### src/core/fskm_defs.svh
`ifndef FSKM_DEFS_SVH
`define FSKM_DEFS_SVH
`define FSKM_CLK_HZ   250000000
`define FSKM_REF_HZ   1000000
`define FSKM_REF_DIV  (`FSKM_CLK_HZ / `FSKM_REF_HZ)
`define FSKM_ACC_ONE  64'd16777216
`define FSKM_F_US_OM  1270
`define FSKM_F_US_AM  2225
`define FSKM_F_US_AS  2025
`define FSKM_F_CC1_S  1180
`define FSKM_F_CC2_S  1850
`define FSKM_F_ECHO   2100
`define FSKM_HALF_200 ((`FSKM_REF_HZ / 200) / 2)
`define FSKM_HALF_300 ((`FSKM_REF_HZ / 300) / 2)
`define FSKM_HALF_600 ((`FSKM_REF_HZ / 600) / 2)
`define FSKM_OFS_CTRL 4'h0
`define FSKM_OFS_STAT 4'h4
`define FSKM_CTRL_RST 8'h00
`define FSKM_B_STD    0
`define FSKM_B_MODE   1
`define FSKM_B_RATE   2
`define FSKM_B_ECHO   3
`define FSKM_B_TXEN   4
`define FSKM_B_LOOP   5
`define FSKM_B_DRST   6
`define FSKM_B_PUD    7
`define FSKM_MID      8'h80
`endif

### src/core/fskm_pkg.sv
package fskm_pkg;
  typedef enum {BUS_IDLE, BUS_ACK} fskm_bus_st_t;
  typedef logic [23:0] fskm_inc_t;
  typedef logic [12:0] fskm_per_t;
endpackage

### src/core/fskm_link_if.sv
interface fskm_link_if;
  import fskm_pkg::*;
  logic      tick;
  logic      tx_on;
  fskm_inc_t inc;
  logic [7:0] sample;
  logic      square;
  logic      carrier;
  fskm_per_t thresh;
  logic      mark_short;
  fskm_per_t half_bit;
  logic      demod_rst;
  logic      rx_bit;
  modport ctl (output tick, tx_on, inc, carrier, thresh, mark_short,
               half_bit, demod_rst, input sample, square, rx_bit);
  modport syn (input tick, tx_on, inc, output sample, square);
  modport dem (input tick, carrier, thresh, mark_short, half_bit,
               demod_rst, output rx_bit);
endinterface

### src/core/fskm_core.sv
// What this block does
// - Standard input picks US or international plan.
// - Transmit bit high is sent as mark.
// - Tones are synthesised sines from 1 MHz reference.
// - No tone leaves unless transmit enable is high.
// - Mode picks originate/channel 1 or answer/channel 2.
// - Echo request in channel 2 mark sends 2100 Hz.
// - Recovered bit comes from demodulated receive carrier.
// - Bit changes after new tone holds half period.
// - Rate and standard pick 200, 300 or 600 bps.
// - Loopback check feeds demodulator the modulator's own tone.
// - Demodulator reset high disables the demodulator.
// - Pull-ups on unless pull-up disable is high.
`include "fskm_defs.svh"
module fskm_core
  import fskm_pkg::*;
#(
  parameter int F_US_ORIG_SPACE = 1070,
  parameter int F_CC1_MARK      = 980,
  parameter int F_CC2_MARK      = 1650,
  parameter int REF_DIV         = `FSKM_REF_DIV
) (
  input  wire logic        clock_i,
  input  wire logic        rst_n_i,
  input  wire logic [3:0]  avs_address_i,
  input  wire logic        avs_read_i,
  input  wire logic        avs_write_i,
  input  wire logic [31:0] avs_writedata_i,
  input  wire logic [3:0]  avs_byteenable_i,
  output logic      [31:0] avs_readdata_o,
  output logic             avs_waitrequest_o,
  input  wire logic        tx_bit_i,
  input  wire logic        rx_carrier_i,
  output logic      [7:0]  tone_o,
  output logic             tone_active_o,
  output logic             rx_bit_o,
  output logic             rx_valid_o,
  output logic             rx_data_o,
  input  wire logic        rx_ready_i,
  output logic             pullup_en_o
);
  function automatic fskm_inc_t inc_of(input int f);
    inc_of = 24'((64'(f) * `FSKM_ACC_ONE) / 64'(`FSKM_REF_HZ));
  endfunction

  function automatic fskm_per_t mid_per(input int fa, input int fb);
    mid_per = 13'((`FSKM_REF_HZ / fa + `FSKM_REF_HZ / fb) / 2);
  endfunction

  localparam fskm_inc_t INC_UOM  = inc_of(`FSKM_F_US_OM);
  localparam fskm_inc_t INC_UOS  = inc_of(F_US_ORIG_SPACE);
  localparam fskm_inc_t INC_UAM  = inc_of(`FSKM_F_US_AM);
  localparam fskm_inc_t INC_UAS  = inc_of(`FSKM_F_US_AS);
  localparam fskm_inc_t INC_C1M  = inc_of(F_CC1_MARK);
  localparam fskm_inc_t INC_C1S  = inc_of(`FSKM_F_CC1_S);
  localparam fskm_inc_t INC_C2M  = inc_of(F_CC2_MARK);
  localparam fskm_inc_t INC_C2S  = inc_of(`FSKM_F_CC2_S);
  localparam fskm_inc_t INC_ECHO = inc_of(`FSKM_F_ECHO);
  localparam fskm_per_t TH_UO = mid_per(`FSKM_F_US_OM, F_US_ORIG_SPACE);
  localparam fskm_per_t TH_UA = mid_per(`FSKM_F_US_AM, `FSKM_F_US_AS);
  localparam fskm_per_t TH_C1 = mid_per(F_CC1_MARK, `FSKM_F_CC1_S);
  localparam fskm_per_t TH_C2 = mid_per(F_CC2_MARK, `FSKM_F_CC2_S);
  localparam fskm_per_t HB_200 = 13'(`FSKM_HALF_200);
  localparam fskm_per_t HB_300 = 13'(`FSKM_HALF_300);
  localparam fskm_per_t HB_600 = 13'(`FSKM_HALF_600);
  localparam logic [7:0] REF_LAST = 8'(REF_DIV - 1);

  // Transmit frequency table; the echo tone overrides channel 2 mark.
  function automatic fskm_inc_t tx_inc(input logic std, input logic mode,
                                       input logic mark, input logic echo);
    if (echo && !std && !mode && mark) begin
      tx_inc = INC_ECHO;
    end else if (std) begin
      tx_inc = mode ? (mark ? INC_UOM : INC_UOS)
                    : (mark ? INC_UAM : INC_UAS);
    end else begin
      tx_inc = mode ? (mark ? INC_C1M : INC_C1S)
                    : (mark ? INC_C2M : INC_C2S);
    end
  endfunction

  // Rate bit set gives 300 bps with the US plan and 200 bps with the international plan; clear gives 600 bps.
  function automatic fskm_per_t half_of(input logic rate, input logic std);
    if (rate) begin
      half_of = std ? HB_300 : HB_200;
    end else begin
      half_of = HB_600;
    end
  endfunction

  fskm_link_if lk ();

  fskm_tone_synth u_synth (
    .clock_i (clock_i),
    .rst_n_i (rst_n_i),
    .lk      (lk)
  );

  fskm_demod u_demod (
    .clock_i (clock_i),
    .rst_n_i (rst_n_i),
    .lk      (lk)
  );

  fskm_bus_st_t st_q;
  logic         waitreq_q;
  logic [31:0]  rdata_q;
  logic [7:0]   ctrl_q;
  logic [7:0]   ref_cnt_q;
  logic         tick_q;
  logic [7:0]   tone_q;
  logic         tone_act_q;
  logic         rx_bit_q;
  logic         pullup_q;
  fskm_per_t    smp_cnt_q;
  logic         pend_q;
  logic         pdat_q;
  logic         head_v_q;
  logic         head_d_q;
  logic         spare_v_q;
  logic         spare_d_q;
  logic         rx_orig;
  logic         push;
  logic         pop;

  // Reference tick: one enable pulse per microsecond.
  always_ff @(posedge clock_i or negedge rst_n_i) begin
    if (!rst_n_i) begin
      ref_cnt_q <= 8'h00;
      tick_q    <= 1'b0;
    end else if (ref_cnt_q == REF_LAST) begin
      ref_cnt_q <= 8'h00;
      tick_q    <= 1'b1;
    end else begin
      ref_cnt_q <= ref_cnt_q + 8'h01;
      tick_q    <= 1'b0;
    end
  end

  function automatic logic [31:0] rd_mux(input logic [3:0] a);
    unique case (a)
      `FSKM_OFS_CTRL: rd_mux = {24'h000000, ctrl_q};
      `FSKM_OFS_STAT: rd_mux = {28'h0000000, spare_v_q, head_v_q,
                                tone_act_q, rx_bit_q};
      default:        rd_mux = 32'h00000000;
    endcase
  endfunction

  // Every access is answered one cycle after it is first seen.
  always_ff @(posedge clock_i or negedge rst_n_i) begin
    if (!rst_n_i) begin
      st_q      <= BUS_IDLE;
      waitreq_q <= 1'b1;
      rdata_q   <= 32'h00000000;
    end else begin
      unique case (st_q)
        BUS_IDLE: begin
          if (avs_read_i || avs_write_i) begin
            st_q      <= BUS_ACK;
            waitreq_q <= 1'b0;
            rdata_q   <= avs_read_i ? rd_mux(avs_address_i) : 32'h0;
          end
        end
        BUS_ACK: begin
          st_q      <= BUS_IDLE;
          waitreq_q <= 1'b1;
        end
      endcase
    end
  end

  always_ff @(posedge clock_i or negedge rst_n_i) begin
    if (!rst_n_i) begin
      ctrl_q <= `FSKM_CTRL_RST;
    end else if (st_q == BUS_ACK && avs_write_i &&
                 avs_address_i == `FSKM_OFS_CTRL && avs_byteenable_i[0]) begin
      ctrl_q <= avs_writedata_i[7:0];
    end
  end

  // Receive pair is the far end's transmit pair unless looped back.
  assign rx_orig = ctrl_q[`FSKM_B_LOOP] ? ctrl_q[`FSKM_B_MODE]
                                        : ~ctrl_q[`FSKM_B_MODE];
  assign lk.tick  = tick_q;
  assign lk.tx_on = ctrl_q[`FSKM_B_TXEN];
  assign lk.inc   = tx_inc(ctrl_q[`FSKM_B_STD], ctrl_q[`FSKM_B_MODE],
                           tx_bit_i, ctrl_q[`FSKM_B_ECHO]);
  assign lk.carrier = ctrl_q[`FSKM_B_LOOP] ? lk.square
                                           : rx_carrier_i;
  assign lk.thresh = ctrl_q[`FSKM_B_STD] ? (rx_orig ? TH_UO : TH_UA)
                                         : (rx_orig ? TH_C1 : TH_C2);
  assign lk.mark_short = ctrl_q[`FSKM_B_STD];
  assign lk.half_bit   = half_of(ctrl_q[`FSKM_B_RATE], ctrl_q[`FSKM_B_STD]);
  assign lk.demod_rst  = ctrl_q[`FSKM_B_DRST];

  always_ff @(posedge clock_i or negedge rst_n_i) begin
    if (!rst_n_i) begin
      tone_q     <= `FSKM_MID;
      tone_act_q <= 1'b0;
    end else begin
      tone_q     <= ctrl_q[`FSKM_B_TXEN] ? lk.sample : `FSKM_MID;
      tone_act_q <= ctrl_q[`FSKM_B_TXEN];
    end
  end

  always_ff @(posedge clock_i or negedge rst_n_i) begin
    if (!rst_n_i) begin
      rx_bit_q <= 1'b1;
      pullup_q <= 1'b1;
    end else begin
      rx_bit_q <= lk.rx_bit;
      pullup_q <= ~ctrl_q[`FSKM_B_PUD];
    end
  end

  // One sample per bit period; a full buffer stalls the sampler.
  assign push = pend_q & ~spare_v_q;
  assign pop  = head_v_q & rx_ready_i;

  always_ff @(posedge clock_i or negedge rst_n_i) begin
    if (!rst_n_i) begin
      smp_cnt_q <= '0;
      pend_q    <= 1'b0;
      pdat_q    <= 1'b0;
    end else if (lk.demod_rst) begin
      smp_cnt_q <= '0;
      pend_q    <= 1'b0;
    end else if (pend_q) begin
      if (push) begin
        pend_q <= 1'b0;
      end
    end else if (tick_q) begin
      if (smp_cnt_q >= {lk.half_bit[11:0], 1'b0} - 13'd1) begin
        smp_cnt_q <= '0;
        pend_q    <= 1'b1;
        pdat_q    <= lk.rx_bit;
      end else begin
        smp_cnt_q <= smp_cnt_q + 13'd1;
      end
    end
  end

  always_ff @(posedge clock_i or negedge rst_n_i) begin
    if (!rst_n_i) begin
      head_v_q  <= 1'b0;
      head_d_q  <= 1'b0;
      spare_v_q <= 1'b0;
      spare_d_q <= 1'b0;
    end else if (!head_v_q || (pop && !spare_v_q)) begin
      head_v_q <= push;
      if (push) begin
        head_d_q <= pdat_q;
      end
    end else if (pop) begin
      head_d_q  <= spare_d_q;
      spare_v_q <= push;
      if (push) begin
        spare_d_q <= pdat_q;
      end
    end else if (push) begin
      spare_v_q <= 1'b1;
      spare_d_q <= pdat_q;
    end
  end

  assign avs_readdata_o    = rdata_q;
  assign avs_waitrequest_o = waitreq_q;
  assign tone_o            = tone_q;
  assign tone_active_o     = tone_act_q;
  assign rx_bit_o          = rx_bit_q;
  assign rx_valid_o        = head_v_q;
  assign rx_data_o         = head_d_q;
  assign pullup_en_o       = pullup_q;

  a_tick_spacing: assert property (
    @(posedge clock_i) disable iff (!rst_n_i)
    tick_q |=> !tick_q [*8])
    else $error("Reference tick pulses too close together.");

  a_tone_off: assert property (
    @(posedge clock_i) disable iff (!rst_n_i)
    !ctrl_q[`FSKM_B_TXEN] ##1 !ctrl_q[`FSKM_B_TXEN]
      |-> tone_o == `FSKM_MID && !tone_active_o)
    else $error("Tone output active while transmit is disabled.");

  a_echo_tone: assert property (
    @(posedge clock_i) disable iff (!rst_n_i)
    ctrl_q[`FSKM_B_ECHO] && !ctrl_q[`FSKM_B_STD] && !ctrl_q[`FSKM_B_MODE]
      && tx_bit_i |-> lk.inc == INC_ECHO)
    else $error("Echo suppressor tone not selected.");

  a_us_mark: assert property (
    @(posedge clock_i) disable iff (!rst_n_i)
    ctrl_q[`FSKM_B_STD] && ctrl_q[`FSKM_B_MODE] && tx_bit_i
      |-> lk.inc == INC_UOM)
    else $error("Originate mark frequency wrong.");

  a_cc_space: assert property (
    @(posedge clock_i) disable iff (!rst_n_i)
    !ctrl_q[`FSKM_B_STD] && !tx_bit_i
      |-> lk.inc == (ctrl_q[`FSKM_B_MODE] ? INC_C1S : INC_C2S))
    else $error("International space frequency wrong.");

  a_rate_sel: assert property (
    @(posedge clock_i) disable iff (!rst_n_i)
    ctrl_q[`FSKM_B_RATE] && !ctrl_q[`FSKM_B_STD] |-> lk.half_bit == 13'd2500)
    else $error("200 bps half period wrong.");

  a_loop_src: assert property (
    @(posedge clock_i) disable iff (!rst_n_i)
    ctrl_q[`FSKM_B_LOOP] |-> lk.carrier == lk.square
      && rx_orig == ctrl_q[`FSKM_B_MODE])
    else $error("Loopback does not feed own tone to demodulator.");

  a_pullup: assert property (
    @(posedge clock_i) disable iff (!rst_n_i)
    ##1 pullup_en_o == !$past(ctrl_q[`FSKM_B_PUD]))
    else $error("Pull-up enable does not follow disable bit.");

  a_bus_ack: assert property (
    @(posedge clock_i) disable iff (!rst_n_i)
    (avs_read_i || avs_write_i) && avs_waitrequest_o
      |=> !avs_waitrequest_o ##1 avs_waitrequest_o)
    else $error("Bus access not answered in one cycle.");

  a_buf_hold: assert property (
    @(posedge clock_i) disable iff (!rst_n_i)
    rx_valid_o && !rx_ready_i |=> rx_valid_o && $stable(rx_data_o))
    else $error("Buffered word dropped while stalled.");

  c_tone_on: cover property (
    @(posedge clock_i) disable iff (!rst_n_i) $rose(tone_active_o));
  c_echo: cover property (
    @(posedge clock_i) disable iff (!rst_n_i)
    tone_active_o && lk.inc == INC_ECHO);
  c_buf_full: cover property (
    @(posedge clock_i) disable iff (!rst_n_i) spare_v_q && pend_q);
endmodule

### src/core/fskm_demod.sv
module fskm_demod
  import fskm_pkg::*;
(
  input  wire logic clock_i,
  input  wire logic rst_n_i,
  fskm_link_if.dem  lk
);
  logic      car_q;
  logic      raw_q;
  logic      bit_q;
  fskm_per_t per_q;
  fskm_per_t hold_q;
  logic      rise;

  assign rise = lk.carrier & ~car_q;

  always_ff @(posedge clock_i or negedge rst_n_i) begin
    if (!rst_n_i) begin
      car_q <= 1'b0;
      per_q <= '0;
      raw_q <= 1'b1;
    end else begin
      car_q <= lk.carrier;
      if (lk.demod_rst) begin
        per_q <= '0;
        raw_q <= 1'b1;
      end else if (rise) begin
        per_q <= '0;
        raw_q <= lk.mark_short ? (per_q < lk.thresh)
                               : (per_q >= lk.thresh);
      end else if (lk.tick && per_q != '1) begin
        per_q <= per_q + 13'd1;
      end
    end
  end

  always_ff @(posedge clock_i or negedge rst_n_i) begin
    if (!rst_n_i) begin
      bit_q  <= 1'b1;
      hold_q <= '0;
    end else if (lk.demod_rst) begin
      bit_q  <= 1'b1;
      hold_q <= '0;
    end else if (raw_q == bit_q) begin
      hold_q <= '0;
    end else if (lk.tick) begin
      if (hold_q > lk.half_bit) begin
        bit_q  <= raw_q;
        hold_q <= '0;
      end else begin
        hold_q <= hold_q + 13'd1;
      end
    end
  end

  assign lk.rx_bit = bit_q;

  a_bit_hold: assert property (
    @(posedge clock_i) disable iff (!rst_n_i)
    $changed(bit_q) && !$past(lk.demod_rst)
      |-> $past(hold_q) > $past(lk.half_bit))
    else $error("Recovered bit changed before half a bit period.");

  a_bit_follow: assert property (
    @(posedge clock_i) disable iff (!rst_n_i)
    $changed(bit_q) && !$past(lk.demod_rst) |-> bit_q == $past(raw_q))
    else $error("Recovered bit does not follow the detected tone.");

  a_demod_off: assert property (
    @(posedge clock_i) disable iff (!rst_n_i)
    lk.demod_rst |=> bit_q && hold_q == '0 && per_q == '0)
    else $error("Demodulator active while held in reset.");

  c_bit_flip: cover property (
    @(posedge clock_i) disable iff (!rst_n_i) $fell(bit_q));
endmodule

### src/core/fskm_tone_synth.sv
module fskm_tone_synth
  import fskm_pkg::*;
(
  input  wire logic clock_i,
  input  wire logic rst_n_i,
  fskm_link_if.syn  lk
);
  localparam logic [6:0] QTAB [16] = '{7'd6, 7'd19, 7'd31, 7'd43,
    7'd54, 7'd65, 7'd76, 7'd85, 7'd94, 7'd102, 7'd109, 7'd115,
    7'd120, 7'd123, 7'd126, 7'd127};

  fskm_inc_t  acc_q;
  logic [7:0] smp_q;

  // Quarter-wave table folded out to a full offset-binary sine.
  function automatic logic [7:0] sine(input logic [5:0] ph);
    logic [3:0] idx;
    logic [7:0] mag;
    idx  = ph[4] ? ~ph[3:0] : ph[3:0];
    mag  = {1'b0, QTAB[idx]};
    sine = ph[5] ? `FSKM_MID - mag : `FSKM_MID + mag;
  endfunction

  always_ff @(posedge clock_i or negedge rst_n_i) begin
    if (!rst_n_i) begin
      acc_q <= '0;
    end else if (!lk.tx_on) begin
      acc_q <= '0;
    end else if (lk.tick) begin
      acc_q <= acc_q + lk.inc;
    end
  end

  always_ff @(posedge clock_i or negedge rst_n_i) begin
    if (!rst_n_i) begin
      smp_q <= `FSKM_MID;
    end else begin
      smp_q <= sine(acc_q[23:18]);
    end
  end

  assign lk.sample = smp_q;
  assign lk.square = acc_q[23];
endmodule

### config.mk
export PLATFORM = sky130hd
export DESIGN_NAME = fskm_core
export DESIGN_NICKNAME = d
export VERILOG_FILES = /design/src/core/fskm_pkg.sv /design/src/core/fskm_link_if.sv /design/src/core/fskm_core.sv /design/src/core/fskm_demod.sv /design/src/core/fskm_tone_synth.sv
export VERILOG_INCLUDE_DIRS = /design/src /design/src/core
export SDC_FILE = /design/constraint.sdc
export NUM_CORES = 1
export LEC_CHECK = 0
export BUFFER_PORTS_ARGS = -buffer_cell sky130_fd_sc_hd__buf_2
export CORE_UTILIZATION = 60
export CTS_CLUSTER_DIAMETER = 40
export DETAILED_ROUTE_END_ITERATION = 12
export PLACE_DENSITY = 0.81
export SLEW_MARGIN = 10
export SYNTH_ARGS = -nofsm -noshare
export SYNTH_HDL_FRONTEND = slang
export SYNTH_HIERARCHICAL = 1
export SYNTH_SLANG_ARGS = --single-unit
### constraint.sdc
create_clock -name clock_i -period 4.2 [get_ports clock_i]
set_clock_uncertainty 0.2 [all_clocks]
set_input_delay 0.21 -clock clock_i [delete_from_list [all_inputs] [get_ports clock_i]]
set_output_delay 0.21 -clock clock_i [all_outputs]
set_load 0.02 [all_outputs]
==> results of run 1 <==
power breakdown:
group          switching (W)  internal (W)  total (W)
sequential         0.0000519       0.00118    0.00123
clock               0.000562      0.000894    0.00146
combinational       0.000401      0.000209   0.000610
total                0.00102       0.00228    0.00330
final timing paths:
path	depth (start not counted)	slack (ns)	end
setup / recovery	12	0.64	u_synth/acc_q[18]$_DFFE_PN0P_
hold / removal	4	0.09	avs_readdata_o[2]$_DFFE_PN0P_
setup reg to reg	12	0.64	u_synth/acc_q[18]$_DFFE_PN0P_
hold reg to reg	0	0.20	rx_bit_o$_DFF_PN1_
max in group asynchronous	3	2.58	u_synth/lk.sample[7]$_DFF_PN1_
min in group asynchronous	2	0.19	u_demod/hold_q[3]$_DFFE_PN0P_
metrics by stage:
step	hold slack, ns	setup slack, ns	instance area (sq um)
global route	0.1239	0.4188	9462
detailed placement	0.1287	0.6811	8762
floorplan	-0.2856	1.003	8737
global placement	0.1266	0.7393	8762
finish	0.09115	0.6409	9462
CTS	0.08591	0.6551	9462
per-layer routing:
metal	up-vias	global-route usage, %
li1	3484	-
met1	3443	35.98
met2	193	45.42
met3	29	5.478
met4	0	10.42
met5	-	0
cell usage in the layout, fill, tap and decap left out, drive strengths merged, types with 6 or more instances in the layout:
cell type and count:
a211o 8, a211oi 9, a21o 11, a21oi 66
a22o 9, a31oi 14, and2 10, and3 15
buf 48, clkbuf 19, conb 43, dfrtp 111
dfstp 7, dlygate4sd3 11, ha 80, inv 73
mux2 7, mux2i 17, nand2 87, nand2b 13
nand3 37, nand3b 7, nand4 22, nor2 84
nor2b 8, nor3 14, o211ai 11, o21ai 38
o31ai 9, or3 6, xnor2 25, xor2 19
registers in the layout (all words and copies together) (netlist names), 8 cells and up:
name and count:
u_synth/acc_q 24, smp_cnt_q 13, u_demod/hold_q 13, u_demod/per_q 13, avs_readdata_o 8, ctrl_q 8, ref_cnt_q 8, tone_o 8
u_synth/lk.sample 8
kinds of logic after synthesis:
| family | share of synthesized area [%] |
|---|---|
| buf+inv | 8.484 |
| mux | 2.901 |
| compound gates | 18.28 |
| flops | 34.50 |
| other cells | 0.08750 |
| xor+xnor | 4.577 |
| simple gates | 19.27 |
| fa+ha+maj | 11.90 |
layout make-up:
class	instances	area share, %
Multi-Input combinational cell	748	53.35
Sequential cell	118	31.31
Clock buffer	19	4.681
Timing Repair Buffer	59	3.914
Inverter	71	2.817
Tap cell	180	2.380
Clock inverter	13	1.547
tightest hold or removal path: stages:
cell and delay (ns):
sky130_fd_sc_hd__buf_2 0.09, sky130_fd_sc_hd__nor4_1 0.09, sky130_fd_sc_hd__a222oi_1 0.22, sky130_fd_sc_hd__inv_1 0.06
==> reports/metrics.json, run 1 <==
{
  "worst_reg2reg_startpoint": {"value": "ctrl_q[1]$_DFFE_PN0P_"},
  "multi_input_comb_area": {"value": 5047, "unit": "sq um"},
  "fin_nets": {"value": 1143},
  "critical_path.max_fanout": {"value": 7},
  "clockRootBuffer": {"value": "sky130_fd_sc_hd__clkbuf_16"},
  "via_count": {"value": 7149},
  "area.sequential": {"value": 2963, "unit": "sq um"},
  "cp_endpoint_kind": {"value": "flop"},
  "dr_wl_met2": {"value": 9326, "unit": "microns"},
  "route.detailed.wl_per_inst": {"value": 15.93, "unit": "microns"},
  "postSynthRegisterBits": {"value": 118},
  "netlist_top_cells_count": {"value": "sky130_fd_sc_hd__dfrtp_1, sky130_fd_sc_hd__nand2_1, sky130_fd_sc_hd__nor2_1"},
  "grt_pass1_vias": {"value": 6841},
  "cp_cell_sequence": {"value": "inv_1 > ha_1 > nand2b_1 > nand2_1 > ha_1 > fa_1 > a21o_1 > a221oi_2 > o31a_4 > a311oi_2 > o2111a_1 > a211o_1"},
  "antenna_found_initial": {"value": 0},
  "synth.avg_cell_area": {"value": 8.941, "unit": "sq um"},
  "min_path_type": {"value": "input pin to flop"},
  "dieWidth": {"value": 121.6, "unit": "microns"},
  "met3WireLength": {"value": 858, "unit": "microns"},
  "placement.io_buffers": {"value": 41},
  "worst_skew_pair.late_latency": {"value": 0.43, "unit": "ns"},
  "maxSlewHeadroom": {"value": 31.33, "unit": "%"},
  "p_leak": {"value": 4.510, "unit": "nW"},
  "cell_count_post_placement": {"value": 1165},
  "detail_route.wirelength.met1": {"value": 8681, "unit": "microns"},
  "worst-path-buf-inv": {"value": 1},
  "initial_utilization": {"value": 61.60, "unit": "%"},
  "critical-path-top-delay-family": {"value": "compound AO/OA/AOI/OAI gates"},
  "cts_tree": {"value": "yes"},
  "primary_ff_master_synth": {"value": "sky130_fd_sc_hd__dfrtp_1"},
  "cell_at_the_slowest_stage_of_the_critical_path": {"value": "sky130_fd_sc_hd__dfrtp_1"},
  "drc": {"value": 0},
  "netlist_top_cells_area": {"value": "sky130_fd_sc_hd__dfrtp_1, sky130_fd_sc_hd__ha_1, sky130_fd_sc_hd__nand2_1, sky130_fd_sc_hd__a21oi_1, sky130_fd_sc_hd__nor2_1"},
  "total_power": {"value": 0.003297, "unit": "W"},
  "via_per_inst": {"value": 5.918},
  "timing.critical_path.arrival": {"value": 3.68, "unit": "ns"},
  "ys_seq_area_share": {"value": 34.50, "unit": "%"},
  "detail_route.wirelength": {"value": 19240, "unit": "microns"},
  "setup_repair_after_global_routing_missed_its_margin": {"value": "false"},
  "post_cts_resize_count": {"value": 0},
  "n_fill_cell": {"value": 1105},
  "netlist.area_leader.share": {"value": 32.36, "unit": "%"},
  "synth-edff-count": {"value": 0},
  "synth_area": {"value": 8583, "unit": "sq um"},
  "cts-hold-fix-buffers": {"value": 11},
  "final.period_utilization": {"value": 84.74, "unit": "%"},
  "die_h": {"value": 121.6, "unit": "microns"},
  "worst_pin_slew": {"value": 1.026, "unit": "ns"},
  "final_antenna_net_count": {"value": 0},
  "timing.critical_path.from_type": {"value": "flop"},
  "synth.distinct_cells": {"value": 84},
  "count_of_antenna_diodes_in_the_layout": {"value": 0},
  "cts_max_level": {"value": 4},
  "floorplan.core_area": {"value": 13930, "unit": "sq um"},
  "grt-ovfl-total": {"value": 0},
  "setup-violations-final": {"value": 0},
  "cts.reportedPaths.clkPinSlew": {"value": 0.06, "unit": "ns"},
  "max_cap_viol_count": {"value": 0},
  "clk_path_buf_depth": {"value": 2},
  "numClockSinks": {"value": 118},
  "layoutNonFillerInstCount": {"value": 1208},
  "grt_max_degree": {"value": 57},
  "areaGrowthSynthToFinish": {"value": 10.23, "unit": "%"},
  "place_congestion": {"value": 0.8877},
  "power-per-cell-area": {"value": 348.5, "unit": "nW/um^2"},
  "drive_gt1_share": {"value": 11.67, "unit": "%"},
  "floorplan.die_area": {"value": 14790, "unit": "sq um"},
  "grt_pass1_wl": {"value": 32290, "unit": "microns"},
  "synthDominantAreaCellType": {"value": "sky130_fd_sc_hd__dfrtp_1"},
  "drt_first_pass_iters": {"value": 5},
  "final_hpwl_from_detailed_placement": {"value": 13370, "unit": "microns"},
  "ir_drop": {"value": 343.6, "unit": "uV"},
  "violation_count_after_the_first_detailed_route_iteration": {"value": 572},
  "hp-start": {"value": "avs_address_i[3]"},
  "crit_path_max_incr_delay": {"value": 0.47, "unit": "ns"},
  "rows": {"value": 43},
  "final_core_util": {"value": 67.90, "unit": "%"},
  "synthMostInstantiatedCell": {"value": "sky130_fd_sc_hd__dfrtp_1"},
  "post-cts-setup-buffer-count": {"value": 0},
  "max_transition_viols_final": {"value": 0},
  "tns": {"value": 0, "unit": "ns"},
  "io-pin-count": {"value": 93},
  "groute.usage.overall": {"value": 27.64, "unit": "%"},
  "synth-warning-count": {"value": 6},
  "crit_top_cell": {"value": "sky130_fd_sc_hd__ha_1"},
  "timing.final.hold_violations": {"value": 0},
  "cts_inserted_buffers": {"value": 17},
  "timing_worst_setup_path_type": {"value": "flop to flop"},
  "final.min_clock_period": {"value": 3.559, "unit": "ns"},
  "run_status": {"value": "finished, final reports clean"},
  "top_layer_used": {"value": "met4"},
  "crit_path_from": {"value": "ctrl_q[1]$_DFFE_PN0P_"},
  "syn-instance-count": {"value": 960},
  "worstPathRequired": {"value": 4.32, "unit": "ns"},
  "async_reset_ff_share": {"value": 100.0, "unit": "%"},
  "max_clock_freq": {"value": 281.0, "unit": "MHz"}
}
Note: power is estimated with default switching activity, not from simulation.
==> run 2, diff against run 1 <==
--- a/config.mk
+++ b/config.mk
@@ -6,6 +6,7 @@
 export SDC_FILE = /design/constraint.sdc
 export NUM_CORES = 1
 export LEC_CHECK = 0
+export ABC_AREA = 1
 export BUFFER_PORTS_ARGS = -buffer_cell sky130_fd_sc_hd__buf_2
 export CORE_UTILIZATION = 60
 export CTS_CLUSTER_DIAMETER = 40
==> constraint.sdc (replaced) <==
create_clock -name clock_i -period 3.7 [get_ports clock_i]
set_clock_uncertainty 0.2 [all_clocks]
set_input_delay 0.185 -clock clock_i [delete_from_list [all_inputs] [get_ports clock_i]]
set_output_delay 0.185 -clock clock_i [all_outputs]
set_load 0.02 [all_outputs]
==> reports/metrics.json, run 2 <==
{
  "run_status": {"value": "finished, final reports clean"},
  "tns": {"value": 0, "unit": "ns"},
  "cp_endpoint_kind": {"value": "flop"},
  "clockRootBuffer": {"value": "sky130_fd_sc_hd__clkbuf_16"},
  "min_path_type": {"value": "input pin to flop"},
  "max_transition_viols_final": {"value": 0},
  "m2_gr_usage": {"value": 47.68, "unit": "%"},
  "placement.io_buffers": {"value": 41},
  "synth-compound-area-share": {"value": 9.963, "unit": "%"},
  "synth_adder_area_share": {"value": 11.70, "unit": "%"},
  "async_reset_ff_share": {"value": 100.0, "unit": "%"},
  "cts_max_level": {"value": 4},
  "violation_count_after_the_first_detailed_route_iteration": {"value": 626},
  "synthMostInstantiatedCell": {"value": "sky130_fd_sc_hd__nand2_1"},
  "dieWidth": {"value": 122.6, "unit": "microns"},
  "synthXorXnorAreaFrac": {"value": 1.405, "unit": "%"},
  "synth-edff-count": {"value": 0},
  "netlist.area_leader.share": {"value": 31.82, "unit": "%"},
  "grt_util_met1": {"value": 35.73, "unit": "%"},
  "route.detailed.wl_per_inst": {"value": 13.33, "unit": "microns"},
  "final_hpwl_from_detailed_placement": {"value": 14250, "unit": "microns"},
  "syn-instance-count": {"value": 1225},
  "clk_path_buf_depth": {"value": 2},
  "synth_area": {"value": 8728, "unit": "sq um"},
  "count_of_antenna_diodes_in_the_layout": {"value": 0},
  "rows": {"value": 43},
  "maxSlewHeadroom": {"value": 50.99, "unit": "%"},
  "synth.avg_cell_area": {"value": 7.125, "unit": "sq um"},
  "detail_route.wirelength": {"value": 19990, "unit": "microns"},
  "synthDominantAreaCellType": {"value": "sky130_fd_sc_hd__dfrtp_1"},
  "p_leak": {"value": 5.312, "unit": "nW"},
  "global_route.peak_usage_layer": {"value": "met2"},
  "post-route-cell-area": {"value": 9818, "unit": "sq um"},
  "timing_worst_setup_path_type": {"value": "flop to flop"},
  "timing.critical_path.from_type": {"value": "flop"},
  "areaGrowthSynthToFinish": {"value": 12.49, "unit": "%"},
  "mostFrequentLayoutCell": {"value": "sky130_fd_sc_hd__nand2_1"},
  "cts_inserted_buffers": {"value": 17},
  "post_route_worst_setup_slack": {"value": 0.6467, "unit": "ns"},
  "crit_top_cell": {"value": "sky130_fd_sc_hd__nand2_1"},
  "final.period_utilization": {"value": 82.52, "unit": "%"},
  "drt_first_pass_iters": {"value": 6},
  "cp_cell_sequence": {"value": "clkinv_1 > nor2_1 > nor2_2 > inv_2 > a21oi_1 > fa_1 > nand3_1 > nand2_1 > nand2_1 > nand2_1 > nand2_1 > nand2_1 > nand2_1 > nand3_1 > nand3_1 > nand2_1"},
  "cts.reportedPaths.clkPinSlew": {"value": 0.06, "unit": "ns"},
  "largest_register_ff_count": {"value": 24},
  "numClockSinks": {"value": 118},
  "final.min_clock_period": {"value": 3.053, "unit": "ns"},
  "cell_at_the_slowest_stage_of_the_critical_path": {"value": "sky130_fd_sc_hd__fa_1"},
  "grt-ovfl-total": {"value": 0},
  "placedInstanceArea": {"value": 9097, "unit": "sq um"},
  "max_clock_freq": {"value": 327.5, "unit": "MHz"},
  "crit_path_max_incr_delay": {"value": 0.48, "unit": "ns"},
  "antenna_found_initial": {"value": 0},
  "grt_max_degree": {"value": 119},
  "grt_pass1_wl": {"value": 33370, "unit": "microns"},
  "post_synth_mux_area_share": {"value": 0.1290, "unit": "%"},
  "netlist_top_cells_area": {"value": "sky130_fd_sc_hd__dfrtp_1, sky130_fd_sc_hd__nand2_1, sky130_fd_sc_hd__ha_1, sky130_fd_sc_hd__inv_1, sky130_fd_sc_hd__nor2_1"},
  "primary_ff_master_synth": {"value": "sky130_fd_sc_hd__dfrtp_1"},
  "floorplan.core_area": {"value": 14040, "unit": "sq um"},
  "ys_seq_area_share": {"value": 33.93, "unit": "%"},
  "grt_pass1_vias": {"value": 7423},
  "groute.usage.overall": {"value": 28.60, "unit": "%"},
  "setup-violations-final": {"value": 0},
  "worstPathRequired": {"value": 3.80, "unit": "ns"},
  "synth_top_family_by_area": {"value": "simple AND/OR/NAND/NOR gates"},
  "final_antenna_net_count": {"value": 0},
  "setup_repair_after_global_routing_missed_its_margin": {"value": "false"},
  "via_per_inst": {"value": 5.267},
  "cts_tree": {"value": "yes"},
  "ir_drop": {"value": 338.3, "unit": "uV"},
  "synth.distinct_cells": {"value": 52},
  "critical_path.max_fanout": {"value": 12},
  "floorplan.die_area": {"value": 15030, "unit": "sq um"},
  "fin_nets": {"value": 1435},
  "place_worst_setup_slack": {"value": 0.7026, "unit": "ns"},
  "power-per-cell-area": {"value": 372.1, "unit": "nW/um^2"},
  "synth_simple_gate_area_share": {"value": 31.25, "unit": "%"},
  "die_h": {"value": 122.6, "unit": "microns"},
  "most-common-layout-cells": {"value": "sky130_fd_sc_hd__nand2_1, sky130_fd_sc_hd__inv_1, sky130_fd_sc_hd__dfrtp_1"},
  "place_congestion": {"value": 0.9164},
  "registers.top_by_ff_count": {"value": "u_synth/acc_q"},
  "worst_pin_slew": {"value": 0.7302, "unit": "ns"},
  "drc": {"value": 0},
  "max_cap_viol_count": {"value": 0},
  "synth-warning-count": {"value": 6},
  "met3_usage": {"value": 6.320, "unit": "%"},
  "via_count": {"value": 7901},
  "io-pin-count": {"value": 93},
  "timing.critical_path.arrival": {"value": 3.15, "unit": "ns"},
  "final_core_util": {"value": 69.92, "unit": "%"},
  "postSynthRegisterBits": {"value": 118},
  "worst_skew_pair.late_latency": {"value": 0.42, "unit": "ns"},
  "timing.final.hold_violations": {"value": 0},
  "initial_utilization": {"value": 62.16, "unit": "%"},
  "netlist_top_cells_count": {"value": "sky130_fd_sc_hd__nand2_1, sky130_fd_sc_hd__inv_1, sky130_fd_sc_hd__dfrtp_1"},
  "drive_gt1_share": {"value": 11.59, "unit": "%"},
  "post-cts-setup-buffer-count": {"value": 0}
}
[run 2: final cells by class]
| cell class | instances | area [sq um] |
|---|---|---|
| clock buffer | 23 | 467.9 |
| timing repair buffer | 59 | 392.9 |
| fill | 1187 | 4224 |
| clock inverter | 9 | 102.6 |
| inverter | 199 | 765.7 |
| sequential | 118 | 2962 |
| multi-input combinational | 912 | 4902 |
| tap | 180 | 225.2 |
[run 2: logic make-up after synthesis]
kind of cell | Yosys count
AND/OR/NAND/NOR | 613
buffers and inverters | 233
AO/OA/AOI/OAI | 163
flip-flops | 118
adder cells (fa/ha/maj) | 81
XOR/XNOR | 14
other | 2
multiplexers | 1
[run 2: per-layer routing]
metal / wire length [microns] / vias to the layer above
li1: - / 3993
met1: 8915 / 3642
met2: 9621 / 221
met3: 990 / 45
met4: 464 / 0
met5: 0 / -
[run 2: power by group]
group          switching, W  internal [W]  leakage, nW  total [W]
logic              0.000459      0.000213         3.49   0.000672
registers         0.0000454       0.00134         1.55    0.00138
clock network      0.000581       0.00102        0.273    0.00160
total               0.00108       0.00257         5.31    0.00365
[run 2: per-stage QoR]
stage	hold WS (ns)	power, W	std cells
finish	0.04513	0.003653	1500
global route	0.07161	0.003841	1500
CTS	0.001085	0.003681	1500
detailed placement	0.1261	0.002046	1453
global placement	0.1272	0.002028	1453
floorplan	-0.3106	0.001872	1263
[run 2: worst paths after layout]
kind / start / endpoint / slack, ns / depth (start not counted)
max reg2reg: ctrl_q[0]$_DFFE_PN0P_ / u_synth/acc_q[18]$_DFFE_PN0P_ / 0.65 / 16
min: avs_address_i[0] / avs_readdata_o[2]$_DFFE_PN0P_ / 0.05 / 6
min reg2reg: u_demod/lk.rx_bit$_DFFE_PN1P_ / rx_bit_o$_DFF_PN1_ / 0.20 / 0
max in group asynchronous: rst_n_i / u_synth/acc_q[16]$_DFFE_PN0P_ / 2.62 / 3
max: ctrl_q[0]$_DFFE_PN0P_ / u_synth/acc_q[18]$_DFFE_PN0P_ / 0.65 / 16
min in group asynchronous: rst_n_i / u_demod/per_q[9]$_DFFE_PN0P_ / 0.17 / 3
[run 2: critical path, delay by kind of cell, from the launching register on]
kind | cells | cell delay, ns
and+or+nand+nor | 12 | 1.23
adders and majority gates | 1 | 0.48
buffers and inverters | 2 | 0.47
DFF | 1 | 0.46
AOI/OAI and AO/OA | 1 | 0.08
[run 2: what timing repair did]
item / CTS / global route
gates resized for setup: 0 / 0
endpoints found under the hold margin: 126 / 0
hold buffers: 15 / 0
